`config.mk`:
```
export PLATFORM = sky130hd
export DESIGN_NAME = rxcdr_lane_ctrl
export DESIGN_NICKNAME = d
export VERILOG_FILES = /design/src/core/rxcdr_pkg.sv /design/src/core/rxcdr_dcoff_cal.sv /design/src/core/rxcdr_lane_ctrl.sv
export SDC_FILE = /design/constraint.sdc
export NUM_CORES = 1
export LEC_CHECK = 0
export BUFFER_PORTS_ARGS = -buffer_cell sky130_fd_sc_hd__buf_2
export CAP_MARGIN = 0
export CORE_MARGIN = 2
export CORE_UTILIZATION = 48
export CTS_CLUSTER_DIAMETER = 30
export DETAILED_ROUTE_END_ITERATION = 10
export PLACE_DENSITY = 0.69
export SYNTH_ARGS = -nofsm -noshare
export SYNTH_HDL_FRONTEND = slang
export SYNTH_SLANG_ARGS = --single-unit
```
`constraint.sdc`:
```
create_clock -name I_CLK -period 2.6 [get_ports I_CLK]
set_clock_uncertainty 0.05 [all_clocks]
set_input_delay 0.26 -clock I_CLK [delete_from_list [all_inputs] [get_ports I_CLK]]
set_output_delay 0.26 -clock I_CLK [all_outputs]
set_load 0.01 [all_outputs]
```
`src/core/rxcdr_pkg.sv`:
```
// Constants shared by the receive-lane control block and its calibration helper.
// Assumes a single 250 MHz clock that also stands for the recovered bit clock.
package rxcdr_pkg;

  // ----------------------------------------------------------------------
  // Lock mode selection codes
  // ----------------------------------------------------------------------
  localparam logic [1:0] LOCK_NOT_USED = 2'h0;
  localparam logic [1:0] LOCK_HIGH_GAIN = 2'h1;
  localparam logic [1:0] LOCK_REF = 2'h2;
  localparam logic [1:0] LOCK_NORMAL = 2'h3;

  // ----------------------------------------------------------------------
  // Word widths
  // ----------------------------------------------------------------------
  localparam int WORD_MAX = 80;
  localparam logic [6:0] PMA_MAX = 7'h28;
  localparam logic [2:0] WSEL_8 = 3'h0;
  localparam logic [2:0] WSEL_10 = 3'h1;
  localparam logic [2:0] WSEL_16 = 3'h2;
  localparam logic [2:0] WSEL_20 = 3'h3;
  localparam logic [2:0] WSEL_32 = 3'h4;
  localparam logic [2:0] WSEL_40 = 3'h5;
  localparam logic [2:0] WSEL_64 = 3'h6;
  localparam logic [2:0] WSEL_80 = 3'h7;

  // ----------------------------------------------------------------------
  // Lock detection and calibration timing
  // ----------------------------------------------------------------------
  localparam logic [7:0] TRANS_NORMAL = 8'h40;
  localparam logic [7:0] TRANS_HIGH_GAIN = 8'h10;
  localparam int CAL_OFS_W = 6;
  localparam real CLK_PERIOD_NS = 4.0;
  localparam real CAL_SETTLE_NS = 32.0;
  localparam logic [3:0] CAL_SETTLE_CYC = 4'h8; // Settle time in cycles, 32 ns at 4 ns per cycle

endpackage

```
`src/core/rxcdr_dcoff_cal.sv`:
```
// DC-offset correction by binary search on the amplifier's logic output.
// Assumes the amplifier output is synchronous and settles within CAL_SETTLE_CYC.
module rxcdr_dcoff_cal
  import rxcdr_pkg::*;
(
  input wire logic i_clk, // Clock
  input wire logic i_nrst, // Synchronous reset, active low
  input wire logic i_start, // One-cycle start pulse
  input wire logic i_amp_out, // Amplifier logic output, high means positive
  output logic o_zero_input, // Amplifier input shorted while searching
  output logic [CAL_OFS_W-1:0] o_offset, // Correcting offset
  output logic o_done // One-cycle completion pulse
);

  typedef enum logic [1:0] {DC_IDLE, DC_SETTLE, DC_DECIDE} rxcdr_dc_e;

  rxcdr_dc_e state_q;
  rxcdr_dc_e state_d;
  logic [CAL_OFS_W-1:0] ofs_q;
  logic [CAL_OFS_W-1:0] ofs_d;
  logic [2:0] bit_q;
  logic [2:0] bit_d;
  logic [3:0] wait_q;
  logic [3:0] wait_d;
  logic done_d;
  logic [CAL_OFS_W-1:0] trial_bit;

  assign trial_bit = CAL_OFS_W'(1) << bit_q;

  // Search: try each bit from the top, keep it while the output stays low
  always_comb begin
    state_d = state_q;
    ofs_d = ofs_q;
    bit_d = bit_q;
    wait_d = wait_q;
    done_d = 1'b0;
    case (state_q)
      DC_IDLE: begin
        if (i_start) begin
          bit_d = 3'(CAL_OFS_W - 1);
          ofs_d = CAL_OFS_W'(1) << (CAL_OFS_W - 1);
          wait_d = CAL_SETTLE_CYC;
          state_d = DC_SETTLE;
        end
      end
      DC_SETTLE: begin
        wait_d = wait_q - 4'h1;
        if (wait_q == 4'h1) begin
          state_d = DC_DECIDE;
        end
      end
      DC_DECIDE: begin
        if (i_amp_out) begin
          ofs_d = ofs_q & ~trial_bit;
        end
        if (bit_q == 3'h0) begin
          done_d = 1'b1;
          state_d = DC_IDLE;
        end else begin
          bit_d = bit_q - 3'h1;
          ofs_d = (i_amp_out ? (ofs_q & ~trial_bit) : ofs_q) | (trial_bit >> 1);
          wait_d = CAL_SETTLE_CYC;
          state_d = DC_SETTLE;
        end
      end
      default: begin
        state_d = DC_IDLE;
      end
    endcase
  end

  // State registers
  always_ff @(posedge i_clk) begin
    if (!i_nrst) begin
      state_q <= DC_IDLE;
      ofs_q <= '0;
      bit_q <= 3'h0;
      wait_q <= 4'h0;
      o_done <= 1'b0;
      o_zero_input <= 1'b0;
    end else begin
      state_q <= state_d;
      ofs_q <= ofs_d;
      bit_q <= bit_d;
      wait_q <= wait_d;
      o_done <= done_d;
      o_zero_input <= (state_d != DC_IDLE);
    end
  end

  assign o_offset = ofs_q;

endmodule

```
`src/core/rxcdr_lane_ctrl.sv`:
```
// Receive-lane control: lock mode, lock status, bit slip, parallel width, calibration order.
// Assumes I_CLK stands for the recovered bit clock and all inputs are synchronous to it.
// Functional notes
// - Reference mode: lock follows reference phase match.
// - Data mode: lock after enough data transitions.
// - Lock select input used only in burst option.
// - Select 01 high gain, 10 reference, 11 normal.
// - No automatic DFE calibration in burst option.
// - Slip rising edge shifts boundary one bit.
// - Accepted slip drops word valid.
// - Valid returns high with parallel clock rise.
// - Slip only for raw lanes, not 8b/10b.
// - Each slip moves one bit, either direction.
// - Divider derives parallel clock from bit clock.
// - Deserializer words are at most forty bits.
// - Parallel width is one of eight values.
// - Calibration: DC offset, frequency response, DFE.
// - DC offset found by binary search.
module rxcdr_lane_ctrl
  import rxcdr_pkg::*;
(
  input wire logic I_CLK, // Bit-rate clock, 250 MHz
  input wire logic I_NRST, // Synchronous reset, active low
  input wire logic I_BURST_OPT, // Burst receive option configured
  input wire logic I_CFG_LOCK_REF, // Static mode: lock to reference when not burst
  input wire logic [1:0] I_LOCK_SELECT, // Run-time lock mode selection
  input wire logic I_REF_MATCH, // Loop matched reference phase and frequency
  input wire logic I_DATA_FOUND, // Data phase detector sees valid data
  input wire logic I_RX_BIT, // Recovered serial bit
  input wire logic I_RAW_LANE, // Lane uses fabric-based alignment
  input wire logic I_CODING_8B10B, // Built-in 8b/10b path in use
  input wire logic I_SLIP_REQ, // Slip request from fabric
  input wire logic I_SLIP_LATE, // Slip direction: high delays boundary one bit
  input wire logic [2:0] I_WIDTH_SEL, // Parallel width code
  input wire logic I_CAL_START, // Start calibration, one-cycle pulse
  input wire logic I_AMP_OUT, // Amplifier logic output
  input wire logic I_CTLE_DONE, // Frequency-response search finished
  input wire logic I_DFE_DONE, // DFE coefficient search finished
  output logic O_LOCK, // Lock status
  output logic O_HIGH_GAIN, // Recovery loop in high-gain acquisition
  output logic O_REF_TRACK, // Recovery loop following the reference detector
  output logic O_DFE_AUTO_AVAIL, // Automatic DFE calibration offered
  output logic O_RX_WORD_VALID, // Word valid / slip acknowledge
  output logic O_RX_PCLK, // Divided parallel clock
  output logic O_RX_WORD_STB, // One-cycle strobe per delivered word
  output logic [WORD_MAX-1:0] O_RX_DATA, // Parallel word, low bits used
  output logic O_CAL_ZERO_INPUT, // Amplifier input zeroed
  output logic [CAL_OFS_W-1:0] O_DC_OFFSET, // Correcting offset
  output logic O_CTLE_REQ, // Start frequency-response search, pulse
  output logic O_DFE_REQ, // Start DFE coefficient search, pulse
  output logic O_CAL_BUSY, // Calibration sequence running
  output logic O_CAL_DONE // Calibration sequence complete, level
);

  // ----------------------------------------------------------------------
  // Helper functions
  // ----------------------------------------------------------------------

  // Word width for a width code
  function automatic logic [6:0] word_width(input logic [2:0] sel);
    logic [6:0] w;
    w = 7'h08;
    case (sel)
      WSEL_8: w = 7'h08;
      WSEL_10: w = 7'h0A;
      WSEL_16: w = 7'h10;
      WSEL_20: w = 7'h14;
      WSEL_32: w = 7'h20;
      WSEL_40: w = 7'h28;
      WSEL_64: w = 7'h40;
      WSEL_80: w = 7'h50;
      default: w = 7'h08;
    endcase
    return w;
  endfunction

  // Mask keeping the low w bits of a word
  function automatic logic [WORD_MAX-1:0] low_mask(input logic [6:0] w);
    logic [WORD_MAX-1:0] m;
    m = '0;
    for (int i = 0; i < WORD_MAX; i++) begin
      m[i] = (7'(i) < w);
    end
    return m;
  endfunction

  // ----------------------------------------------------------------------
  // Lock mode and status
  // ----------------------------------------------------------------------
  logic [1:0] mode_q;
  logic [7:0] trans_q;
  logic [7:0] trans_d;
  logic prev_bit_q;
  logic [1:0] eff_mode;
  logic [7:0] trans_thr;
  logic data_mode;
  logic lock_d;

  // Run-time selection only exists with the burst option
  assign eff_mode = I_BURST_OPT ? I_LOCK_SELECT : (I_CFG_LOCK_REF ? LOCK_REF : LOCK_NORMAL);
  assign data_mode = (eff_mode == LOCK_HIGH_GAIN) || (eff_mode == LOCK_NORMAL);
  assign trans_thr = (eff_mode == LOCK_HIGH_GAIN) ? TRANS_HIGH_GAIN : TRANS_NORMAL;
  assign trans_d = (!I_DATA_FOUND || eff_mode != mode_q) ? 8'h00 :
                   ((trans_q != 8'hFF && (I_RX_BIT ^ prev_bit_q)) ? trans_q + 8'h01 : trans_q);
  assign lock_d = (eff_mode == LOCK_REF) ? I_REF_MATCH :
                  (data_mode && I_DATA_FOUND && trans_q >= trans_thr);

  // Lock registers; a mode change restarts the transition count
  always_ff @(posedge I_CLK) begin
    if (!I_NRST) begin
      mode_q <= LOCK_NORMAL;
      trans_q <= 8'h00;
      prev_bit_q <= 1'b0;
      O_LOCK <= 1'b0;
      O_HIGH_GAIN <= 1'b0;
      O_REF_TRACK <= 1'b0;
      O_DFE_AUTO_AVAIL <= 1'b0;
    end else begin
      mode_q <= eff_mode;
      trans_q <= trans_d;
      prev_bit_q <= I_RX_BIT;
      O_LOCK <= lock_d;
      O_HIGH_GAIN <= (eff_mode == LOCK_HIGH_GAIN);
      O_REF_TRACK <= (eff_mode == LOCK_REF);
      O_DFE_AUTO_AVAIL <= !I_BURST_OPT;
    end
  end

  // ----------------------------------------------------------------------
  // Divider, deserializer and word boundary
  // ----------------------------------------------------------------------
  logic [6:0] out_w;
  logic [6:0] pma_w;
  logic wide;
  logic [6:0] cnt_q;
  logic [6:0] limit_q;
  logic [6:0] limit_d;
  logic half_q;
  logic pma_bnd;
  logic out_stb;
  logic pclk_low;
  logic [WORD_MAX-1:0] shreg_q;

  // Wide words pair two deserializer words of at most forty bits
  assign out_w = word_width(I_WIDTH_SEL);
  assign wide = (out_w > PMA_MAX);
  assign pma_w = wide ? {1'b0, out_w[6:1]} : out_w;
  assign pma_bnd = (cnt_q >= limit_q);
  assign out_stb = pma_bnd && (!wide || half_q);
  assign pclk_low = wide ? (pma_bnd && !half_q) : (cnt_q == {1'b0, limit_q[6:1]});

  // ----------------------------------------------------------------------
  // Slip handshake
  // ----------------------------------------------------------------------
  logic slip_prev_q;
  logic slip_pend_q;
  logic slip_late_q;
  logic slip_wait_q;
  logic slip_ok;
  logic slip_take;
  logic slip_apply;

  // Only raw lanes slip; edges during a running handshake are dropped
  assign slip_ok = I_RAW_LANE && !I_CODING_8B10B;
  assign slip_take = slip_ok && I_SLIP_REQ && !slip_prev_q && O_RX_WORD_VALID;
  assign slip_apply = pma_bnd && slip_pend_q;
  assign limit_d = !slip_apply ? pma_w - 7'h01 :
                   (slip_late_q ? pma_w : pma_w - 7'h02);

  // Divider counter and the serial shift register
  always_ff @(posedge I_CLK) begin
    if (!I_NRST) begin
      cnt_q <= 7'h00;
      limit_q <= 7'h07;
      half_q <= 1'b0;
      shreg_q <= '0;
    end else begin
      shreg_q <= {shreg_q[WORD_MAX-2:0], I_RX_BIT};
      if (pma_bnd) begin
        cnt_q <= 7'h00;
        limit_q <= limit_d;
        half_q <= wide ? !half_q : 1'b0;
      end else begin
        cnt_q <= cnt_q + 7'h01;
      end
    end
  end

  // Handshake state: accept, apply at a boundary, release at the next word
  always_ff @(posedge I_CLK) begin
    if (!I_NRST) begin
      slip_prev_q <= 1'b0;
      slip_pend_q <= 1'b0;
      slip_late_q <= 1'b0;
      slip_wait_q <= 1'b0;
      O_RX_WORD_VALID <= 1'b1;
    end else begin
      slip_prev_q <= I_SLIP_REQ;
      if (slip_take) begin
        slip_pend_q <= 1'b1;
        slip_late_q <= I_SLIP_LATE;
        O_RX_WORD_VALID <= 1'b0;
      end else if (slip_apply) begin
        slip_pend_q <= 1'b0;
        slip_wait_q <= 1'b1;
      end else if (slip_wait_q && out_stb) begin
        slip_wait_q <= 1'b0;
        O_RX_WORD_VALID <= 1'b1;
      end
    end
  end

  // Parallel clock and word capture; the clock rises with each word
  always_ff @(posedge I_CLK) begin
    if (!I_NRST) begin
      O_RX_PCLK <= 1'b0;
      O_RX_WORD_STB <= 1'b0;
      O_RX_DATA <= '0;
    end else begin
      O_RX_WORD_STB <= out_stb;
      if (out_stb) begin
        O_RX_PCLK <= 1'b1;
        O_RX_DATA <= {shreg_q[WORD_MAX-2:0], I_RX_BIT} & low_mask(out_w);
      end else if (pclk_low) begin
        O_RX_PCLK <= 1'b0;
      end
    end
  end

  // ----------------------------------------------------------------------
  // Calibration sequence
  // ----------------------------------------------------------------------
  typedef enum logic [2:0] {CAL_IDLE, CAL_DCOFF, CAL_CTLE, CAL_DFE, CAL_FINISH} rxcdr_cal_e;

  rxcdr_cal_e cal_q;
  rxcdr_cal_e cal_d;
  logic dc_start;
  logic dc_done;
  logic dc_zero;
  logic [CAL_OFS_W-1:0] dc_offset;
  logic ctle_req_d;
  logic dfe_req_d;

  assign dc_start = (cal_q == CAL_IDLE || cal_q == CAL_FINISH) && I_CAL_START;

  // Order: DC offset, frequency response, then DFE unless burst
  always_comb begin
    cal_d = cal_q;
    ctle_req_d = 1'b0;
    dfe_req_d = 1'b0;
    case (cal_q)
      CAL_IDLE, CAL_FINISH: begin
        if (I_CAL_START) begin
          cal_d = CAL_DCOFF;
        end
      end
      CAL_DCOFF: begin
        if (dc_done) begin
          cal_d = CAL_CTLE;
          ctle_req_d = 1'b1;
        end
      end
      CAL_CTLE: begin
        if (I_CTLE_DONE) begin
          if (I_BURST_OPT) begin
            cal_d = CAL_FINISH;
          end else begin
            cal_d = CAL_DFE;
            dfe_req_d = 1'b1;
          end
        end
      end
      CAL_DFE: begin
        if (I_DFE_DONE) begin
          cal_d = CAL_FINISH;
        end
      end
      default: begin
        cal_d = CAL_IDLE;
      end
    endcase
  end

  // DC-offset search engine
  rxcdr_dcoff_cal u_dcoff (
    .i_clk(I_CLK),
    .i_nrst(I_NRST),
    .i_start(dc_start),
    .i_amp_out(I_AMP_OUT),
    .o_zero_input(dc_zero),
    .o_offset(dc_offset),
    .o_done(dc_done)
  );

  // Calibration registers
  always_ff @(posedge I_CLK) begin
    if (!I_NRST) begin
      cal_q <= CAL_IDLE;
      O_CTLE_REQ <= 1'b0;
      O_DFE_REQ <= 1'b0;
      O_CAL_BUSY <= 1'b0;
      O_CAL_DONE <= 1'b0;
      O_CAL_ZERO_INPUT <= 1'b0;
      O_DC_OFFSET <= '0;
    end else begin
      cal_q <= cal_d;
      O_CTLE_REQ <= ctle_req_d;
      O_DFE_REQ <= dfe_req_d;
      O_CAL_BUSY <= (cal_d != CAL_IDLE) && (cal_d != CAL_FINISH);
      O_CAL_DONE <= (cal_d == CAL_FINISH);
      O_CAL_ZERO_INPUT <= dc_zero;
      O_DC_OFFSET <= dc_offset;
    end
  end

endmodule

```
==> results.ini <==
[clock_network]
cts_max_level=2
ctsHoldBuffers=8
cts_buffers=41
cts_root_buf=clkbuf_16
cts_tree=built
clkSinkCount=226
clockBufferDepth=3
postCtsSetupBuffers=0
clkTransAtPathRegs_ns=0.05
clock_latency_ns=0.50
cts_resized=0

[synth]
syn_area_per_cell_um2=9.60
syn_nets=908
synthArstFlopShare=0
yosys_warnings=0
ys.flop_type=dfxtp_1
synth-edff-count=0
netlist_area_mm2=0.00833
netlist_instances=868
yosysSeqAreaShare=0.543
synth-seq-cells=226
synth_cell_type_count=59

[route]
antenna_left=0
routed_wl_mm=16.6
drt_pass1_iterations=5
wl_per_cell_um=13.2
drc=0
drt_iter0_markers=308
vias=5994
drt-vias-per-instance=4.78

[power_and_ir_drop]
powerDensity_mw_per_mm2=879
worst_ir_drop_vdd_mv=0.558
p_leak_uw=0.00459

[layout]
final.fill_count=1416
diodes=0
final_common_cell=dfxtp_1
nets=1036
post_route_cells_drive_above_1_share=0.216
areaGrowthSynthToFinish_pct=27.6
mostFrequentLayoutCells=dfxtp_1 (226), nand2_1 (174), buf_2 (116)

[sta]
setup_viol=0
min_period_ns=2.26
finalCritPeriodShare=0.869
fmax_ghz=0.442
rsz0062_at_grt=no
slew_violations=0
tns_ns=0
setup_ws_ns=0.340
tightestPinTransition_ns=0.674
max_slew_margin=0.551
hold_violations=0

[critical_path]
crit_chain=inv_1, ha_1, nor2b_4, o21ai_2, a21oi_2, nor2_4, buf_12, mux2i_1
start_kind=flip-flop
startpoint=cnt_q[0]$_SDFF_PP0_
endpoint_kind=flip-flop
crit_type=reg -> reg
required_ns=2.98
reg2reg_from=cnt_q[0]$_SDFF_PP0_
reg2reg_depth=8
worst_path_max_delay_cell=nor2_4
critical_path_arrival_ns=2.64
cpPeakStageDelay_ns=0.54
cp_max_fo=25

[placed_design]
place_hpwl_mm=10.2
io_buffers=117
globalplace.congestion=0.805
pre_cts_slack_ns=0.322

[hold_path]
hp-start=I_LOCK_SELECT[1]
min_path_type=in -> reg
hold_depth=4

[die]
rows=48
start_util=0.487
fp.dieArea_mm2=0.0184
die_w_um=136
io_pins=118
core_area_mm2=0.0171
die_h_um=136

[status]
status=completed

[global_route]
overflow=0
grt_max_degree=176
antenna_found_initial=0
grt_pass1_vias=5785
track_usage=0.183
grt_pass1_wl_mm=27.7

[run]
max-cap-violations=0

[kinds of logic (layout without fill, tap and decap cells)]
logic type | count (synthesis) | in the layout | share of synthesized area
AO/OA/AOI/OAI | 87 | 87 | 0.0817
XOR/XNOR | 24 | 24 | 0.0252
adder cells (fa/ha/maj) | 20 | 20 | 0.0300
buffers and inverters | 98 | 258 | 0.0490
flip-flops | 226 | 226 | 0.543
multiplexers | 60 | 60 | 0.0721
other | 1 | 1 | 0.000450
AND/OR/NAND/NOR | 352 | 352 | 0.199
[synthesized netlist by cell type, types with 6 or more instances]
cell type  count  area [µm²]
and2_1        59         369
xor2_1         7        61.3
nand2_1      174         653
dfxtp_1      226        4520
nor2b_1        6        37.5
mux2i_1       60         601
nand3_1       21         105
xnor2_1       17         149
clkbuf_1      31         116
and3_1         8        50.1
nor3_1         7        35.0
inv_1         50         188
a21oi_1       22         110
nor2_1        47         176
ha_1          20         250
a211oi_1       7        52.6
o22ai_1        7        43.8
buf_2         10        50.1
o22ai_2       17         213
[state kept, by name (all words and copies together), names as in the netlist, 2 cells and up]
name,flops
limit_q,7
cnt_q,7
u_dcoff.wait_q,4
O_DC_OFFSET,6
shreg_q,79
trans_q,8
u_dcoff.o_offset,6
u_dcoff.bit_q,3
u_dcoff.state_q,2
O_RX_DATA,80
cal_q,3
mode_q,2
[worst max-delay path: cells and delay by family (launching register included)]
kind                     cells  cell delay, ns
adder cells (fa/ha/maj)      1            0.32
multiplexers                 1            0.22
AO/OA/AOI/OAI                2            0.22
AND/OR/NAND/NOR              2            0.59
flip-flops                   1            0.40
buffers and inverters        2            0.36
[routing by layer]
metal / vias up / share of wire / global-route usage
li1: 3115 / - / -
met5: - / 0 / 0
met4: 0 / 0.019 / 0.0619
met3: 25 / 0.040 / 0.0475
met1: 2752 / 0.49 / 0.254
met2: 102 / 0.45 / 0.277
[final timing paths]
path                                      to  slack [ns]
hold reg to reg       shreg_q[42]$_SDFF_PN0_        0.37
setup reg to reg  O_RX_DATA[29]$_SDFFE_PN0P_        0.34
hold / removal          mode_q[1]$_SDFF_PN1_        0.06
setup / recovery  O_RX_DATA[29]$_SDFFE_PN0P_        0.34
[where the power goes]
group | leakage, µW | internal (µW) | total, µW | switching (µW)
Combinational | 0.00205 | 123 | 314 | 191
Sequential | 0.00183 | 3510 | 3550 | 37.9
Clock | 0.000713 | 3720 | 5480 | 1760
[metrics by stage]
stage	total power, µW	hold WS (ns)	instances	area [µm²]	utilization
6_report	9340	0.0626	1253	10600	0.621
5_1_grt	9660	0.0614	1253	10600	0.621
4_1_cts	9440	0.0484	1253	10600	0.621
3_5_place_dp	3920	0.371	1170	9090	0.531
3_3_place_gp	3920	0.365	1170	9090	0.531
2_1_floorplan	3840	0.282	868	8330	-
[layout make-up]
class	instances	area, µm²	share of cell area
flip-flops and latches	226	4520	0.426
multi-input cells	544	3400	0.320
clock buffers	49	1130	0.106
repair buffers	132	774	0.0729
clock inverters	26	328	0.0308
well taps	225	282	0.0265
inverters	51	191	0.0180
Note: power is estimated with default switching activity, not from simulation.
